$ cat config.mk
export PLATFORM = sky130hd
export DESIGN_NAME = gplc_top
export DESIGN_NICKNAME = d
export VERILOG_FILES = /design/src/hdl/gplc_pin_cell.v /design/src/hdl/gplc_top.v
export VERILOG_INCLUDE_DIRS = /design/src /design/src/shared
export SDC_FILE = /design/constraint.sdc
export NUM_CORES = 1
export LEC_CHECK = 0
export BUFFER_PORTS_ARGS = -buffer_cell sky130_fd_sc_hd__buf_2
export CAP_MARGIN = 10
export CORE_ASPECT_RATIO = 1.1
export CORE_MARGIN = 2
export CORE_UTILIZATION = 35
export CTS_CLUSTER_SIZE = 8
export DETAILED_ROUTE_END_ITERATION = 10
export PLACE_DENSITY = 0.61
export SETUP_SLACK_MARGIN = 0.3
export SYNTH_ARGS = -nofsm -noshare
export SYNTH_HDL_FRONTEND = slang
export SYNTH_SLANG_ARGS = --single-unit
$ cat constraint.sdc
create_clock -name clk_i -period 3.99 [get_ports clk_i]
set_clock_uncertainty 0.2 [all_clocks]
set_input_delay 0.1995 -clock clk_i [delete_from_list [all_inputs] [get_ports clk_i]]
set_output_delay 0.1995 -clock clk_i [all_outputs]
set_load 0.02 [all_outputs]
$ cat src/shared/gplc_map.vh
// Register layout and constants for the general pin configuration unit
`ifndef GPLC_MAP_VH
`define GPLC_MAP_VH
`define GPLC_CFG_OFFSET 8'h88
`define GPLC_LAMP_LSB 28
`define GPLC_POL_LSB 24
`define GPLC_EEF_LSB 20
`define GPLC_BUF_LSB 16
`define GPLC_DIR_LSB 8
`define GPLC_OOD_LSB 3
`define GPLC_PIN_LSB 0
`define GPLC_LAMP_RST 3'h0
`define GPLC_POL_RST 3'h0
`define GPLC_EEF_RST 3'h0
`define GPLC_BUF_RST 3'h0
`define GPLC_DIR_RST 3'h0
`define GPLC_OOD_RST 2'h0
`define GPLC_PIN_RST 3'h0
`define GPLC_EEF_EEPROM 3'h0
`define GPLC_EEF_O3_O4 3'h1
`define GPLC_EEF_O3_RXDV 3'h3
`define GPLC_EEF_TXEN_O4 3'h5
`define GPLC_EEF_TXEN_RXDV 3'h6
`define GPLC_EEF_CLKS 3'h7
`endif

$ cat src/hdl/gplc_pin_cell.v
// One general pin: driver control, input sampling, event level
`timescale 1ns/1ps
`default_nettype none
module gplc_pin_cell (
  input wire clk_i,
  input wire rst_n_i,
  input wire pin_in_i,
  input wire pin_data_i,
  input wire pin_direction_i,
  input wire pin_buffer_type_i,
  input wire status_lamp_select_i,
  input wire lamp_level_i,
  input wire pin_event_polarity_i,
  output reg pin_out_o,
  output reg pin_oe_o,
  output reg pin_level_o,
  output reg pin_event_o
);
  reg drive_en;
  reg drive_val;
  reg nxt_oe;

  // Lamp use overrides the general pin function
  always @* begin
    drive_en = status_lamp_select_i | pin_direction_i;
    drive_val = status_lamp_select_i ? lamp_level_i : pin_data_i;
    // Open-drain only pulls low; a high is left to the pull-up
    if (!drive_en) begin
      nxt_oe = 1'b0;
    end else if (pin_buffer_type_i) begin
      nxt_oe = 1'b1;
    end else begin
      nxt_oe = ~drive_val;
    end
  end

  // Registered so every pin output comes from a flip-flop
  always @(posedge clk_i or negedge rst_n_i) begin
    if (!rst_n_i) begin
      pin_out_o <= 1'b0;
      pin_oe_o <= 1'b0;
      pin_level_o <= 1'b0;
      pin_event_o <= 1'b0;
    end else begin
      pin_out_o <= drive_val;
      pin_oe_o <= nxt_oe;
      pin_level_o <= pin_in_i;
      pin_event_o <= ~(pin_in_i ^ pin_event_polarity_i);
    end
  end
endmodule
`default_nettype wire

$ cat src/hdl/gplc_top.v
// General pin configuration register, pin cells and EEPROM pin mux
`timescale 1ns/1ps
`default_nettype none
`include "gplc_map.vh"
// What this block does
// - Three-bit EEPROM pin function field, reset zero, picks what both EEPROM pins carry
// - Codes map to EEPROM, outputs three/four, TX_EN, RX_DV, TX_CLK, RX_CLK
// - RX_DV and clocks come from internal PHY, TX_EN from MAC
// - Buffer type bit one gives push/pull, zero gives open-drain
// - Direction bit one makes the pin an output, zero an input
// - Bits 3 and 4 drive general outputs three and four, reset zero
// - Output pin drives the last written data bit
// - Reading a pin data bit returns the sampled pin level
// - Lamp select bits make pins act as status lamp outputs
// - Polarity bit picks the level that raises the pin event
module gplc_top #(
  parameter NPINS = 3
) (
  input wire clk_i,
  input wire rst_n_i,
  // Host register port, one-cycle strobes
  input wire [7:0] reg_addr_i,
  input wire reg_wr_i,
  input wire reg_rd_i,
  input wire [31:0] reg_wdata_i,
  output reg [31:0] reg_rdata_o,
  output reg reg_rvalid_o,
  // General pins
  input wire [NPINS-1:0] gpio_in_i,
  output wire [NPINS-1:0] gpio_out_o,
  output wire [NPINS-1:0] gpio_oe_o,
  input wire [NPINS-1:0] lamp_level_i,
  output wire [NPINS-1:0] pin_event_o,
  // EEPROM controller side
  input wire ee_data_out_i,
  input wire ee_data_oe_i,
  output reg ee_data_in_o,
  input wire ee_clk_i,
  // Monitor sources
  input wire int_phy_rx_dv_i,
  input wire int_phy_tx_clk_i,
  input wire int_phy_rx_clk_i,
  input wire mac_tx_en_i,
  // EEPROM pins
  input wire eeprom_serial_data_pin_i,
  output reg eeprom_serial_data_pin_o,
  output reg eeprom_serial_data_pin_oe_o,
  output reg eeprom_serial_clock_pin_o
);
  reg [2:0] status_lamp_select_ff;
  reg [2:0] pin_event_polarity_ff;
  reg [2:0] eeprom_pin_function_select_ff;
  reg [2:0] pin_buffer_type_ff;
  reg [2:0] pin_direction_ff;
  reg [1:0] output_only_data_ff;
  reg [2:0] pin_data_ff;
  wire [NPINS-1:0] pin_level;
  wire cfg_hit;
  reg [31:0] rd_word;
  reg nxt_dio;
  reg nxt_dio_oe;
  reg nxt_clk;
  wire cfg_wr;
  wire cfg_rd;
  wire [2:0] wr_lamp;
  wire [2:0] wr_pol;
  wire [2:0] wr_eef;
  wire [2:0] wr_buf;
  wire [2:0] wr_dir;
  wire [1:0] wr_ood;
  wire [2:0] wr_pin;

  // Address decode; only the configuration word is mapped
  assign cfg_hit = (reg_addr_i == `GPLC_CFG_OFFSET);
  assign cfg_wr = reg_wr_i & cfg_hit;
  assign cfg_rd = reg_rd_i & cfg_hit;

  // Field views of the write word
  assign wr_lamp = reg_wdata_i[`GPLC_LAMP_LSB+2:`GPLC_LAMP_LSB];
  assign wr_pol = reg_wdata_i[`GPLC_POL_LSB+2:`GPLC_POL_LSB];
  assign wr_eef = reg_wdata_i[`GPLC_EEF_LSB+2:`GPLC_EEF_LSB];
  assign wr_buf = reg_wdata_i[`GPLC_BUF_LSB+2:`GPLC_BUF_LSB];
  assign wr_dir = reg_wdata_i[`GPLC_DIR_LSB+2:`GPLC_DIR_LSB];
  assign wr_ood = reg_wdata_i[`GPLC_OOD_LSB+1:`GPLC_OOD_LSB];
  assign wr_pin = reg_wdata_i[`GPLC_PIN_LSB+2:`GPLC_PIN_LSB];

  // Configuration register; software writes whole word
  // Writes to other addresses leave every field alone
  always @(posedge clk_i or negedge rst_n_i) begin
    if (!rst_n_i) begin
      status_lamp_select_ff <= `GPLC_LAMP_RST;
      pin_event_polarity_ff <= `GPLC_POL_RST;
      eeprom_pin_function_select_ff <= `GPLC_EEF_RST;
      pin_buffer_type_ff <= `GPLC_BUF_RST;
      pin_direction_ff <= `GPLC_DIR_RST;
      output_only_data_ff <= `GPLC_OOD_RST;
      pin_data_ff <= `GPLC_PIN_RST;
    end else if (cfg_wr) begin
      status_lamp_select_ff <= wr_lamp;
      pin_event_polarity_ff <= wr_pol;
      // Reserved codes and mid-cycle changes are left to software
      eeprom_pin_function_select_ff <= wr_eef;
      pin_buffer_type_ff <= wr_buf;
      pin_direction_ff <= wr_dir;
      output_only_data_ff <= wr_ood;
      pin_data_ff <= wr_pin;
    end
  end

  // One cell per general pin
  // Lamp select overrides direction inside each cell
  genvar gi;
  generate
    for (gi = 0; gi < NPINS; gi = gi + 1) begin : g_pin
      gplc_pin_cell u_cell (
        .clk_i(clk_i),
        .rst_n_i(rst_n_i),
        .pin_in_i(gpio_in_i[gi]),
        .pin_data_i(pin_data_ff[gi]),
        .pin_direction_i(pin_direction_ff[gi]),
        .pin_buffer_type_i(pin_buffer_type_ff[gi]),
        .status_lamp_select_i(status_lamp_select_ff[gi]),
        .lamp_level_i(lamp_level_i[gi]),
        .pin_event_polarity_i(pin_event_polarity_ff[gi]),
        .pin_out_o(gpio_out_o[gi]),
        .pin_oe_o(gpio_oe_o[gi]),
        .pin_level_o(pin_level[gi]),
        .pin_event_o(pin_event_o[gi])
      );
    end
  endgenerate

  // Read word; data bits show pin level, not stored value
  always @* begin
    // Spare bits stay zero
    rd_word = 32'h0;
    rd_word[`GPLC_LAMP_LSB+2:`GPLC_LAMP_LSB] = status_lamp_select_ff;
    rd_word[`GPLC_POL_LSB+2:`GPLC_POL_LSB] = pin_event_polarity_ff;
    rd_word[`GPLC_EEF_LSB+2:`GPLC_EEF_LSB] = eeprom_pin_function_select_ff;
    rd_word[`GPLC_BUF_LSB+2:`GPLC_BUF_LSB] = pin_buffer_type_ff;
    rd_word[`GPLC_DIR_LSB+2:`GPLC_DIR_LSB] = pin_direction_ff;
    rd_word[`GPLC_OOD_LSB+1:`GPLC_OOD_LSB] = output_only_data_ff;
    rd_word[`GPLC_PIN_LSB+2:`GPLC_PIN_LSB] = pin_level[2:0];
  end

  // Read answer one cycle after the strobe; unmapped reads give zero
  // Data holds between reads so the host may fetch it late
  always @(posedge clk_i or negedge rst_n_i) begin
    if (!rst_n_i) begin
      reg_rdata_o <= 32'h0;
      reg_rvalid_o <= 1'b0;
    end else begin
      reg_rvalid_o <= reg_rd_i;
      if (reg_rd_i) begin
        reg_rdata_o <= cfg_rd ? rd_word : 32'h0;
      end
    end
  end

  // EEPROM pin mux; monitor sources are fixed whatever PHY is in use
  always @* begin
    // Defaults: data pin driven, both levels low
    nxt_dio = 1'b0;
    nxt_dio_oe = 1'b1;
    nxt_clk = 1'b0;
    case (eeprom_pin_function_select_ff)
      `GPLC_EEF_EEPROM: begin
        // Controller owns both pins and the data direction
        nxt_dio = ee_data_out_i;
        nxt_dio_oe = ee_data_oe_i;
        nxt_clk = ee_clk_i;
      end
      `GPLC_EEF_O3_O4: begin
        // Both pins become plain general outputs
        nxt_dio = output_only_data_ff[0];
        nxt_clk = output_only_data_ff[1];
      end
      `GPLC_EEF_O3_RXDV: begin
        // Output three with receive-valid monitor
        nxt_dio = output_only_data_ff[0];
        nxt_clk = int_phy_rx_dv_i;
      end
      `GPLC_EEF_TXEN_O4: begin
        // Transmit-enable monitor with output four
        nxt_dio = mac_tx_en_i;
        nxt_clk = output_only_data_ff[1];
      end
      `GPLC_EEF_TXEN_RXDV: begin
        // Both frame-qualifier monitors
        nxt_dio = mac_tx_en_i;
        nxt_clk = int_phy_rx_dv_i;
      end
      `GPLC_EEF_CLKS: begin
        // Both link clock monitors, sampled at the device clock
        nxt_dio = int_phy_tx_clk_i;
        nxt_clk = int_phy_rx_clk_i;
      end
      default: begin
        // Reserved codes park the data pin undriven
        nxt_dio_oe = 1'b0;
      end
    endcase
  end

  // Registered pin drive; clock monitors therefore carry one cycle of lag
  // Data pin level is copied back for the EEPROM controller
  always @(posedge clk_i or negedge rst_n_i) begin
    if (!rst_n_i) begin
      eeprom_serial_data_pin_o <= 1'b0;
      eeprom_serial_data_pin_oe_o <= 1'b0;
      eeprom_serial_clock_pin_o <= 1'b0;
      ee_data_in_o <= 1'b0;
    end else begin
      eeprom_serial_data_pin_o <= nxt_dio;
      eeprom_serial_data_pin_oe_o <= nxt_dio_oe;
      eeprom_serial_clock_pin_o <= nxt_clk;
      ee_data_in_o <= eeprom_serial_data_pin_i;
    end
  end
endmodule
`default_nettype wire

# Word-level counts from Yosys, hierarchy flattened
# Index checks and enable logic that the tools add are counted.
# Widths: inputs -> output; s select.
dict set report word_totals {
  reg_bits 69
  in_bits 58
  output_inout_bits 46
  wordCells 64
}
dict set report classes {
  n_eq_ne 6
  n_mux 13
  bitwise_logic 14
  reduce_logical 6
}
# cell count
set op_table {}
lappend op_table {{$mux 31} 1}
lappend op_table {{$eq 3x3->1 const B} 3}
lappend op_table {{$mux 1} 9}
lappend op_table {{$eq 8x8->1 const B} 1}
lappend op_table {{$pmux 1 s4} 2}
lappend op_table {{$reduce_or 2->1} 4}
lappend op_table {{$not 1->1} 6}
lappend op_table {{$reduce_or 5->1} 1}
lappend op_table {{$eq 3x1->1 const B} 1}
lappend op_table {{$eq 3x2->1 const B} 1}
lappend op_table {{$logic_not 3->1} 1}
lappend op_table {{$or 1x1->1} 3}
lappend op_table {{$xor 1x1->1} 3}
lappend op_table {{$and 1x1->1} 2}
lappend op_table {{$pmux 1 s2} 1}

# Depth between registers and ports, before layout
# Gate-level depths: netlist of the first run.
dict set report depth {
  depth_word 4
  mapped_depth 4
  ltp_nobuf 3
}

# Hierarchy
# A second synthesis of the first run with hierarchy kept.
dict set report hier_totals {
  cells_unflattened 200
  hier_area_um2 2462.4
}
# module n_inst cells_each area_each_um2
set modules_own_cells {}
lappend modules_own_cells {gplc_top 1 170 2015.7}
lappend modules_own_cells {gplc_pin_cell 3 10 148.9}

# Worst setup path before layout of the first run
# Ideal clock, no wire load.
dict set report synth_path {
  path_kind {input to register}
  startpoint {in reg_addr_i[5]}
  endpoint {reg eeprom_pin_function_select_ff[0]}
  setup_ns 0.125
  t_arrival_ns 1.060
  slack_ns 2.605
  cell_stages 4
  path_buffers 1
  path_cell_list {nor4b_4 > nand3_2 > buf_6 > mux2_4}
}
dict set report synth_between {
  elab_chain_cells 2
}
# element line
set synth_rtl {}
lappend synth_rtl {{from (decl)} gplc_top.v:22} ;# input wire [7:0] reg_addr_i,
lappend synth_rtl {{$eq 8x8->1 (no source line)} --}
lappend synth_rtl {{$and 1x1->1} gplc_top.v:75} ;# assign cfg_wr = reg_wr_i & cfg_hit;
lappend synth_rtl {{to (signal assigned)} gplc_top.v:93} ;# eeprom_pin_function_select_ff <= `GPLC_EEF_RST;
lappend synth_rtl {{to (signal assigned)} gplc_top.v:102} ;# eeprom_pin_function_select_ff <= wr_eef;
lappend synth_rtl {{to (decl)} gplc_top.v:52} ;# reg [2:0] eeprom_pin_function_select_ff;
# No other way between the ends.
# A chain may end at the register's enable or synchronous reset.

# Final worst setup path of the first run
dict set report layout_path {
  startpoint {reg eeprom_pin_function_select_ff[2]}
  endpoint {reg eeprom_serial_clock_pin_o}
}
dict set report layout_between {
  elab_chain_cells 3
  word_cells_on_any_way 9
}
# element line
set layout_rtl {}
lappend layout_rtl {{$eq 3x3->1 (tied with other cells)} gplc_top.v:166} ;# case (eeprom_pin_function_select_ff)
lappend layout_rtl {{$reduce_or 2->1 (no source line)} --}
lappend layout_rtl {{$pmux 1 s4 *} gplc_top.v:166}
lappend layout_rtl {{via nxt_clk} gplc_top.v:62} ;# reg nxt_clk;
lappend layout_rtl {{to (signal assigned)} gplc_top.v:216} ;# eeprom_serial_clock_pin_o <= nxt_clk;
lappend layout_rtl {{to (decl)} gplc_top.v:48} ;# output reg eeprom_serial_clock_pin_o
# Mark *: on every way through the listed nets, which the timed path passes. The rest lies on a longest branch.

==> results of run 1 <==
[kinds of logic (layout without fill, tap and decap cells)]
group / Yosys count / after routing / synth area share
compound gates: 28 / 28 / 0.0718
xor+xnor: 3 / 3 / 0.0107
buf+inv: 52 / 152 / 0.118
flops: 57 / 57 / 0.581
mux: 27 / 27 / 0.153
other cells: 1 / 12 / 0.00153
simple gates: 29 / 29 / 0.0642
[synthesized netlist by cell type]
cell type	n	area share
sky130_fd_sc_hd__xnor2_1	3	0.011
sky130_fd_sc_hd__o22ai_1	20	0.051
sky130_fd_sc_hd__nor4b_4	2	0.019
sky130_fd_sc_hd__clkbuf_1	6	0.0092
sky130_fd_sc_hd__conb_1	1	0.0015
sky130_fd_sc_hd__mux2_4	20	0.12
sky130_fd_sc_hd__dfrtp_1	57	0.58
sky130_fd_sc_hd__nor2_1	4	0.0061
sky130_fd_sc_hd__nand2_1	21	0.032
sky130_fd_sc_hd__a21oi_1	5	0.010
sky130_fd_sc_hd__and2_1	1	0.0025
sky130_fd_sc_hd__buf_4	21	0.064
sky130_fd_sc_hd__buf_6	2	0.0092
sky130_fd_sc_hd__mux2_2	5	0.023
sky130_fd_sc_hd__mux2i_1	2	0.0082
sky130_fd_sc_hd__a221oi_1	2	0.0071
sky130_fd_sc_hd__inv_1	23	0.035
sky130_fd_sc_hd__nand3_2	1	0.0041
sky130_fd_sc_hd__a211o_1	1	0.0036
[report_power, final]
group	internal, uW	total [uW]	switching [uW]
registers	601	615	13.7
clock network	369	609	240
logic	74.1	146	71.4
[worst paths after layout]
check / startpoint / endpoint / slack (ps) / cells past startpoint
worst max-delay path: eeprom_pin_function_select_ff[2]$_DFFE_PN0P_ / eeprom_serial_clock_pin_o$_DFF_PN0_ / 2110 / 4
worst min-delay path: int_phy_tx_clk_i / eeprom_serial_data_pin_o$_DFF_PN0_ / 110 / 4
worst max register to register: eeprom_pin_function_select_ff[2]$_DFFE_PN0P_ / eeprom_serial_clock_pin_o$_DFF_PN0_ / 2110 / 4
worst min register to register: pin_event_polarity_ff[2]$_DFFE_PN0P_ / g_pin[2].u_cell.pin_event_o$_DFF_PN0_ / 310 / 1
max in group asynchronous: rst_n_i / reg_rdata_o[9]$_DFFE_PN0P_ / 2800 / 3
min in group asynchronous: rst_n_i / reg_rdata_o[1]$_DFFE_PN0P_ / 320 / 3
[flip-flops by register name (all words and copies together) (netlist names)]
| register | count |
|---|---|
| g_pin.u_cell.pin_out_o | 3 |
| eeprom_serial_clock_pin_o | 1 |
| reg_rvalid_o | 1 |
| eeprom_pin_function_select_ff | 3 |
| reg_rdata_o | 20 |
| ee_data_in_o | 1 |
| g_pin.u_cell.pin_level_o | 3 |
| pin_event_polarity_ff | 3 |
| pin_direction_ff | 3 |
| output_only_data_ff | 2 |
| eeprom_serial_data_pin_oe_o | 1 |
| pin_buffer_type_ff | 3 |
| pin_data_ff | 3 |
| g_pin.u_cell.pin_oe_o | 3 |
| eeprom_serial_data_pin_o | 1 |
| g_pin.u_cell.pin_event_o | 3 |
| status_lamp_select_ff | 3 |
[critical path: stages, from the launching register on]
cell and delay, ps:
sky130_fd_sc_hd__dfrtp_1 470, sky130_fd_sc_hd__and2_1 230, sky130_fd_sc_hd__a221oi_1 240, sky130_fd_sc_hd__dlygate4sd3_1 590, sky130_fd_sc_hd__a21oi_1 40
[final cells by class]
cell class                 instances  area, um^2  share of cell area
sequential                        57        1430               0.424
tap                               85         106              0.0316
clock buffer                      10         138              0.0409
multi-input combinational         99         782               0.233
inverter                          23        86.3              0.0257
timing repair buffer             113         733               0.218
clock inverter                     6        91.3              0.0272
[metal layers]
layer  up-vias  wire [um]  GRT usage
met5         -          0          0
met4         0        106     0.0685
met3        11        316     0.0522
met2        68       2410      0.234
met1       815       2080      0.164
li1        829          -          -
[through the flow]
| step | hold WS, ps | power [uW] |
|---|---|---|
| after global placement | 110 | 743 |
| after detailed placement | 110 | 746 |
| after floorplan | -296 | 709 |
| final | 109 | 1370 |
| after CTS | 93.6 | 1390 |
| after global routing | 108 | 1440 |
==> results.txt, run 1 <==
----------------------------------------------------
[Outcome]
  Run status ... complete, no violations

[STA]
  Hold Fails Final Rpt ... 0
  Total of endpoints with negative setup slack in the final report ... 0
  Post-route clock period utilization ... 0.472
  Final sum of negative setup slack ... 0 ps
  Max-Slew Margin vs Limit ... 0.467
  RSZ-0062 raised after global routing ... false
  Min cycle time layout ... 1880 ps
  Slew @ Worst Pin ... 797 ps
  Highest achievable clock rate ... 531 MHz
  Number of max-slew violations in the final report ... 0
  Minimum setup slack in the final design ... 2110 ps

[Die]
  I/O pin cnt ... 104
  Die area ... 0.00770 mm^2
  Placeable core area ... 0.00689 mm^2
  Starting Density ... 0.357
  Standard-cell rows ... 32
  Vertical die dimension ... 91.9 um
  Chip Width ... 83.9 um

[Worst setup path]
  Class of the most critical setup path ... register to register
  CP Capture Type ... register
  Critical path data required time ... 4000 ps
  Critical Path Fanout Max ... 6
  Crit path DAT ... 1890 ps
  Category of the worst setup path launch point ... register

[Routing]
  Antenna violation net count after detailed routing ... 0
  Post-DR vias/cell ... 4.38
  Overall via count from detail_route ... 1723
  Initial DRT Pass Iterations ... 5
  Drc violations ... 0
  Average detailed-routed wire length per instance ... 12.5 um
  Violation count after the first detailed-routing iteration ... 52
  Sum of routed wire length over all layers ... 4910 um

[Clock tree]
  Post-CTS setup buffer count ... 0
  Hold buffers post-CTS ... 33
  Resized cells post-CTS ... 0
  Later-pin clock latency in the skew report ... 330 ps
  Number of clock sinks ... 57
  H-Tree Level Count ... 3
  CTS tree ... yes
  Number of buffers created by CTS ... 9
  Clock Pin Slew Worst Setup and Hold Paths ... 70 ps
  Number of buffers between clock root and the deepest sink ... 2
  CTS Root Buffer Type ... sky130_fd_sc_hd__clkbuf_8

[Global routing]
  Antenna violations before repair ... 0
  Largest net degree at the start of global routing ... 58
  Overall global routing resource usage ... 0.142
  First-pass GRT wire length ... 8340 um
  Number of global-route vias before repair ... 1757
  Total grt overflow ... 0

[Logic synthesis]
  Count of mapped cells out of synthesis ... 197
  Synth Warn # ... 0
  Part of the Yosys area used for sequential elements ... 0.581
  Flops & latches, synth ... 57
  Unique cell type count in the Yosys netlist ... 19
  Post-synthesis cell area ... 0.00246 mm^2
  Mean cell area of the mapped netlist ... 12.5 um^2

[Place]
  Post-placement cell area ... 0.00280 mm^2
  Post-place setup slack ... 1820 ps
  Port buffer count ... 79
  RD Place Congestion ... 0.690
  Dpl hpwl ... 3050 um
  Cell total after placement ... 344

[Pwr]
  PwrDens ... 407 mW/mm^2
  Max IR drop VDD ... 0.000205 V
  LEAKAGE ... 0.00171 uW

[Layout]
  Final Non-Filler Cells ... 393
  Area of all placed cells without fillers ... 0.00336 mm^2
  Area grow syn2layout ... 36.9%
  Number of inserted diodes ... 0
  Filler cells ... 647
  Highest-count cells in the layout ignoring fill and taps ... sky130_fd_sc_hd__buf_2, sky130_fd_sc_hd__dfrtp_1, sky130_fd_sc_hd__dlygate4sd3_1
  Number of nets in the final layout ... 361
  Most common cell after layout, fill and taps aside ... sky130_fd_sc_hd__buf_2
  Share of cells above drive strength 1 ... 0.403
  Fin util ... 0.488

[Run]
  Max-cap viol count ... 0

[Min path]
  Kind of path behind the tightest hold check ... input port to register

----------------------------------------------------
Power figures use the tool's default switching activity.
==> run 2, diff against run 1 <==
--- a/config.mk
+++ b/config.mk
@@ -13,7 +13,7 @@
 export CORE_UTILIZATION = 35
 export CTS_CLUSTER_SIZE = 8
 export DETAILED_ROUTE_END_ITERATION = 10
-export PLACE_DENSITY = 0.61
+export PLACE_DENSITY = 0.63
 export SETUP_SLACK_MARGIN = 0.3
 export SYNTH_ARGS = -nofsm -noshare
 export SYNTH_HDL_FRONTEND = slang
==> constraint.sdc (replaced) <==
create_clock -name clk_i -period 1.5 [get_ports clk_i]
set_clock_uncertainty 0.2 [all_clocks]
set_input_delay 0.075 -clock clk_i [delete_from_list [all_inputs] [get_ports clk_i]]
set_output_delay 0.075 -clock clk_i [all_outputs]
set_load 0.02 [all_outputs]
==> results.txt, run 2 (synthesis results as in run 1) <==
----------------------------------------------------
[Outcome]
  Run status ... complete, but fails checks (was complete, no violations)
  Violations in the final reports ... negative hold slack

[STA]
  Post-route clock period utilization ... 0.859 (was 0.472)
  Hold Fails Final Rpt ... 8 (was 0)
  Number of max-slew violations in the final report ... 0 (unchanged)
  Total of endpoints with negative setup slack in the final report ... 0 (unchanged)
  Highest achievable clock rate ... 776 MHz (was 531 MHz)
  Final-layout worst hold slack ... -160 ps (was 109 ps)
  Final sum of negative setup slack ... 0 ps (unchanged)
  Min cycle time layout ... 1290 ps (was 1880 ps)
  Minimum setup slack in the final design ... 211 ps (was 2110 ps)
  RSZ-0062 raised after global routing ... true (was false)

[Run]
  Max-cap viol count ... 0 (unchanged)

[Worst setup path]
  Critical path data required time ... 1500 ps (was 4000 ps)
  Class of the most critical setup path ... register to register (unchanged)
  Worst R2R Path Depth ... 3 (was 4)
  CP Capture Type ... register (unchanged)
  Reg-to-reg critical path endpoint ... eeprom_serial_data_pin_o$_DFF_PN0_ (was eeprom_serial_clock_pin_o$_DFF_PN0_)
  Critical Path Fanout Max ... 5 (was 6)
  Worst reg-to-reg setup slack ... 210 ps (was 2110 ps)
  Crit path DAT ... 1290 ps (was 1890 ps)
  Category of the worst setup path launch point ... register (unchanged)
  Worst R2R Start ... eeprom_pin_function_select_ff[1]$_DFFE_PN0P_ (was eeprom_pin_function_select_ff[2]$_DFFE_PN0P_)

[Pwr]
  LEAKAGE ... 0.00178 uW (was 0.00171 uW)
  Max IR drop VDD ... 0.000699 V (was 0.000205 V)
  P_sw ... 790 uW (was 325 uW)
  Clock group share of total power ... 0.364 (was 0.445)
  Part of the power in combinational logic ... 0.131 (was 0.106)
  Switching share of power ... 0.244 (was 0.237)
  PwrDens ... 936 mW/mm^2 (was 407 mW/mm^2)
  Internal power summed over all cells ... 2450 uW (was 1040 uW)
  Share of total power in sequential cells ... 0.505 (was 0.449)

[Global routing]
  Busiest metal layer after global routing ... met2 (unchanged)
  Total grt overflow ... 0 (unchanged)
  Fraction of met2 tracks used by global routing ... 0.235 (was 0.234)
  Largest net degree at the start of global routing ... 58 (unchanged)
  Overall global routing resource usage ... 0.140 (was 0.142)
  Antenna violations before repair ... 0 (unchanged)
  GR met3 Demand/Resource ... 0.0486 (was 0.0522)
  Global routing met1 resource utilization ... 0.169 (was 0.164)
  Number of global-route vias before repair ... 1872 (was 1757)
  First-pass GRT wire length ... 8490 um (was 8340 um)

[Place]
  Port buffer count ... 79 (unchanged)
  Dpl hpwl ... 3110 um (was 3050 um)
  Post-place setup slack ... 33.0 ps (was 1820 ps)
  Post-placement cell area ... 0.00288 mm^2 (was 0.00280 mm^2)
  Cell total after placement ... 348 (was 344)
  RD Place Congestion ... 0.679 (was 0.690)

[Routing]
  Initial DRT Pass Iterations ... 4 (was 5)
  Drc violations ... 0 (unchanged)
  Antenna violation net count after detailed routing ... 0 (unchanged)
  Violation count after the first detailed-routing iteration ... 47 (was 52)
  Average detailed-routed wire length per instance ... 12.5 um (about the same)
  Overall via count from detail_route ... 1728 (was 1723)
  Sum of routed wire length over all layers ... 5060 um (was 4910 um)
  Post-DR vias/cell ... 4.27 (was 4.38)

[Clock tree]
  Clock Pin Slew Worst Setup and Hold Paths ... 60 ps (was 70 ps)
  Number of buffers created by CTS ... 9 (unchanged)
  CTS Root Buffer Type ... sky130_fd_sc_hd__clkbuf_8 (unchanged)
  CTS tree ... yes (unchanged)
  Number of buffers between clock root and the deepest sink ... 2 (unchanged)
  Later-pin clock latency in the skew report ... 320 ps (was 330 ps)
  H-Tree Level Count ... 3 (unchanged)
  Number of clock sinks ... 57 (unchanged)
  Hold buffers post-CTS ... 35 (was 33)

[Die]
  Placeable core area ... 0.00689 mm^2 (unchanged)
  I/O pin cnt ... 104 (unchanged)
  Chip Width ... 83.9 um (unchanged)
  Starting Density ... 0.357 (unchanged)
  Die area ... 0.00770 mm^2 (unchanged)
  Vertical die dimension ... 91.9 um (unchanged)
  Standard-cell rows ... 32 (unchanged)

[Layout]
  Most common cell after layout, fill and taps aside ... sky130_fd_sc_hd__buf_2 (unchanged)
  Share of cells above drive strength 1 ... 0.425 (was 0.403)
  Area of all placed cells without fillers ... 0.00346 mm^2 (was 0.00336 mm^2)
  Area grow syn2layout ... 40.7% (was 36.9%)
  Final Non-Filler Cells ... 405 (was 393)
  Number of nets in the final layout ... 374 (was 361)
  Highest-count cells in the layout ignoring fill and taps ... sky130_fd_sc_hd__buf_2, sky130_fd_sc_hd__dfrtp_1, sky130_fd_sc_hd__dlygate4sd3_1 (unchanged)
  Top reg by flops ... reg_rdata_o (unchanged)
  Max reg flops ... 20 (unchanged)
  Number of inserted diodes ... 0 (unchanged)

[Min path]
  Number of cells traversed by the worst hold path ... 1 (was 4)
  Kind of path behind the tightest hold check ... input port to register (unchanged)
  Launch instance of the worst min-delay path ... reg_rd_i (was int_phy_tx_clk_i)
  Capture endpoint of the worst hold path ... reg_rvalid_o$_DFF_PN0_ (was eeprom_serial_data_pin_o$_DFF_PN0_)

----------------------------------------------------
run 2: cell count changes in the layout (fill, tap and decap cells not counted), sizes merged:
cell,change
buf,+11
bufinv,-2
clkbuf,+1
clkinv,+3
clkinvlp,-3
dlygate4sd3,+2
run 2: area by class of cell:
type	instances	area [um^2]
tap	85	106
sequential	57	1430
fill	632	3430
timing repair buffer	126	873
inverter	23	86.3
clock buffer	11	141
clock inverter	4	20.0
multi-input combinational	99	800
run 2: power by group through the flow:
| stage | Sequential (uW) | Clock (uW) | Combinational (uW) |
|---|---|---|---|
| global placement | 1660 | 0 | 329 |
| floorplan | 1670 | 0 | 216 |
| detailed placement | 1660 | 0 | 335 |
| finish | 1630 | 1180 | 423 |
| CTS | 1630 | 1230 | 418 |
| global route | 1640 | 1300 | 461 |
run 2: stage by stage:
step | utilization | total power [uW]
floorplan | - | 1890
global placement | 0.418 | 1990
detailed placement | 0.418 | 2000
CTS | 0.498 | 3280
global route | 0.502 | 3400
finish | 0.502 | 3240
run 2: worst max-delay path: stages (launching register included):
cell and delay (ps):
sky130_fd_sc_hd__dfrtp_2 440, sky130_fd_sc_hd__mux2_4 300, sky130_fd_sc_hd__mux2i_1 140, sky130_fd_sc_hd__a21oi_1 80
run 2: worst max-delay path by stage:
stage	startpoint	endpoint	slack [ps]	cells after the start
detailed placement	reg_addr_i[1]	output_only_data_ff[0]$_DFFE_PN0P_	30	5
floorplan	reg_addr_i[1]	eeprom_pin_function_select_ff[0]$_DFFE_PN0P_	240	4
CTS	eeprom_pin_function_select_ff[2]$_DFFE_PN0P_	eeprom_serial_clock_pin_o$_DFF_PN0_	210	3
finish	eeprom_pin_function_select_ff[1]$_DFFE_PN0P_	eeprom_serial_data_pin_o$_DFF_PN0_	210	3
global placement	reg_addr_i[1]	pin_data_ff[0]$_DFFE_PN0P_	50	5
global route	eeprom_pin_function_select_ff[1]$_DFFE_PN0P_	eeprom_serial_data_pin_o$_DFF_PN0_	160	3
run 2: routing by layer:
metal | up-vias | routed length (um)
met5 | - | 0
met4 | 0 | 79
met3 | 8 | 284
met2 | 59 | 2500
met1 | 808 | 2190
li1 | 853 | -
run 2: timing repair:
item | CTS | global route
setup buffers | 5 | 2
endpoints found under the setup margin | 5 | 5
pin swaps | 0 | 1
hold endpoints to repair | 101 | 8
resized for setup | 2 | 2
==> run 3, diff against run 2 <==
--- a/config.mk
+++ b/config.mk
@@ -9,7 +9,7 @@
 export BUFFER_PORTS_ARGS = -buffer_cell sky130_fd_sc_hd__buf_2
 export CAP_MARGIN = 10
 export CORE_ASPECT_RATIO = 1.1
-export CORE_MARGIN = 2
+export CORE_MARGIN = 1.5
 export CORE_UTILIZATION = 35
 export CTS_CLUSTER_SIZE = 8
 export DETAILED_ROUTE_END_ITERATION = 10
==> results.txt, run 3 (synthesis results as in run 1) <==
----------------------------------------------------
[Worst setup path]
  Max stage delay cell, worst path ... sky130_fd_sc_hd__dfrtp_2 (unchanged)
  Worst R2R Start ... eeprom_pin_function_select_ff[1]$_DFFE_PN0P_ (unchanged)
  Cell Chain, Critical Path ... mux2_4 > mux2i_1 > a21oi_1 (unchanged)
  CP Capture Type ... register (unchanged)
  Critical Path Fanout Max ... 5 (unchanged)
  Crit path DAT ... 1290 ps (about the same)
  Largest stage delay on the critical path ... 440 ps (about the same)
  Critical path data required time ... 1500 ps (about the same)
  Class of the most critical setup path ... register to register (unchanged)
  Worst reg-to-reg setup slack ... 210 ps (about the same)
  Category of the worst setup path launch point ... register (unchanged)
  Launching element of the worst setup path ... eeprom_pin_function_select_ff[1]$_DFFE_PN0P_ (unchanged)

[Routing]
  Sum of routed wire length over all layers ... 5030 um (was 5060 um)
  Average detailed-routed wire length per instance ... 12.4 um (was 12.5 um)
  Detailed-routed wire length on met3 ... 297 um (was 284 um)
  Overall via count from detail_route ... 1740 (was 1728)
  Length of routed wiring on met1 ... 2210 um (was 2190 um)
  Initial DRT Pass Iterations ... 4 (unchanged)
  Post-DR vias/cell ... 4.31 (was 4.27)
  Routed length on met2 ... 2480 um (was 2500 um)
  Antenna violation net count after detailed routing ... 0 (unchanged)
  Drc violations ... 0 (unchanged)
  DR top layer ... met4 (unchanged)
  Violation count after the first detailed-routing iteration ... 25 (was 47)

[Clock tree]
  CTS Root Buffer Type ... sky130_fd_sc_hd__clkbuf_8 (unchanged)
  Number of buffers created by CTS ... 9 (unchanged)
  H-Tree Level Count ... 3 (unchanged)
  CTS tree ... yes (unchanged)
  Clock Pin Slew Worst Setup and Hold Paths ... 60 ps (about the same)
  Number of buffers between clock root and the deepest sink ... 2 (unchanged)
  Later-pin clock latency in the skew report ... 320 ps (about the same)
  Number of clock sinks ... 57 (unchanged)

[Die]
  Placeable core area ... 0.00667 mm^2 (was 0.00689 mm^2)
  I/O pin cnt ... 104 (unchanged)
  Vertical die dimension ... 90.9 um (was 91.9 um)
  Standard-cell rows ... 31 (was 32)
  Chip Width ... 82.9 um (was 83.9 um)
  Starting Density ... 0.368 (was 0.357)
  Die area ... 0.00753 mm^2 (was 0.00770 mm^2)

[Min path]
  Kind of path behind the tightest hold check ... input port to asynchronous set/reset pin (was input port to register)

[Layout]
  Fin util ... 0.523 (was 0.502)
  Highest-count cells in the layout ignoring fill and taps ... sky130_fd_sc_hd__buf_2, sky130_fd_sc_hd__dfrtp_1, sky130_fd_sc_hd__dlygate4sd3_1 (unchanged)
  Most common cell after layout, fill and taps aside ... sky130_fd_sc_hd__buf_2 (unchanged)
  Top reg by flops ... reg_rdata_o (unchanged)
  Number of nets in the final layout ... 375 (was 374)
  Number of inserted diodes ... 0 (unchanged)
  Max reg flops ... 20 (unchanged)
  Area of all placed cells without fillers ... 0.00349 mm^2 (was 0.00346 mm^2)
  Share of cells above drive strength 1 ... 0.432 (was 0.425)
  Filler cells ... 595 (was 632)
  Area grow syn2layout ... 42.2% (was 40.7%)

[STA]
  Number of max-slew violations in the final report ... 0 (unchanged)
  Highest achievable clock rate ... 776 MHz (about the same)
  RSZ-0062 raised after global routing ... true (unchanged)
  Minimum setup slack in the final design ... 212 ps (was 211 ps)
  Min cycle time layout ... 1290 ps (about the same)
  Total of endpoints with negative setup slack in the final report ... 0 (unchanged)
  Final sum of negative setup slack ... 0 ps (unchanged)
  Hold Fails Final Rpt ... 0 (was 8)
  Post-route clock period utilization ... 0.859 (about the same)

[Global routing]
  Largest net degree at the start of global routing ... 58 (unchanged)
  Total grt overflow ... 0 (unchanged)
  Overall global routing resource usage ... 0.140 (about the same)
  Number of global-route vias before repair ... 1782 (was 1872)
  Antenna violations before repair ... 0 (unchanged)
  First-pass GRT wire length ... 8340 um (was 8490 um)

[Place]
  Dpl hpwl ... 3090 um (was 3110 um)
  Post-place setup slack ... 25.0 ps (was 33.0 ps)
  Post-placement cell area ... 0.00286 mm^2 (was 0.00288 mm^2)
  RD Place Congestion ... 0.702 (was 0.679)
  Port buffer count ... 79 (unchanged)

[Pwr]
  LEAKAGE ... 0.00178 uW (about the same)
  Max IR drop VDD ... 0.000628 V (was 0.000699 V)
  PwrDens ... 985 mW/mm^2 (was 936 mW/mm^2)

[Run]
  Max-cap viol count ... 0 (unchanged)

[Outcome]
  Run status ... complete, no violations (was complete, but fails checks)

----------------------------------------------------
## run 3: final cells by class
type / count / area, um^2 / share of cell area
repair buffers: 127 / 871 / 0.249
flip-flops and latches: 57 / 1430 / 0.409
inverters: 23 / 86.3 / 0.0247
multi-input cells: 99 / 815 / 0.233
clock buffers: 13 / 149 / 0.0426
well taps: 82 / 103 / 0.0294
clock inverters: 3 / 40.0 / 0.0115
## run 3: final timing paths
path | cells past startpoint | endpoint
setup / recovery | 3 | eeprom_serial_data_pin_o$_DFF_PN0_
setup reg to reg | 3 | eeprom_serial_data_pin_o$_DFF_PN0_
hold / removal | 3 | reg_rdata_o[1]$_DFFE_PN0P_
min in group clk_i | 4 | pin_event_polarity_ff[2]$_DFFE_PN0P_
max in group asynchronous | 3 | eeprom_pin_function_select_ff[2]$_DFFE_PN0P_
hold reg to reg | 1 | g_pin[1].u_cell.pin_event_o$_DFF_PN0_
## run 3: critical path: cells and delay by family (launching register included)
kind,cells,cell delay (ps)
AOI/OAI and AO/OA,1,80
muxes,2,440
DFF,1,440
## run 3: metal layers
layer | global-route usage | vias up
li1 | - | 863
met1 | 0.168 | 806
met2 | 0.233 | 67
met3 | 0.0484 | 4
met4 | 0.0500 | 0
met5 | 0 | -
## run 3: timing repair
action | CTS | global route
buffers inserted | 4 | 3
hold endpoints to repair | 111 | 0
setup endpoints to repair | 4 | 6
gates resized for setup | 4 | 4
hold buffers | 36 | 0
pin swaps | 0 | 4
## run 3: power by group
part	internal (uW)	switching [uW]
sequential	1600	34.9
combinational	226	203
clock	809	567
## run 3: through the flow
| stage | hold slack, ps | power, uW | instances |
|---|---|---|---|
| after detailed placement | -98.9 | 2000 | 345 |
| after global placement | -104 | 1990 | 345 |
| after global routing | 92.6 | 3600 | 404 |
| final | 79.1 | 3440 | 404 |
| after floorplan | -421 | 1890 | 208 |
| after CTS | 81.3 | 3470 | 401 |
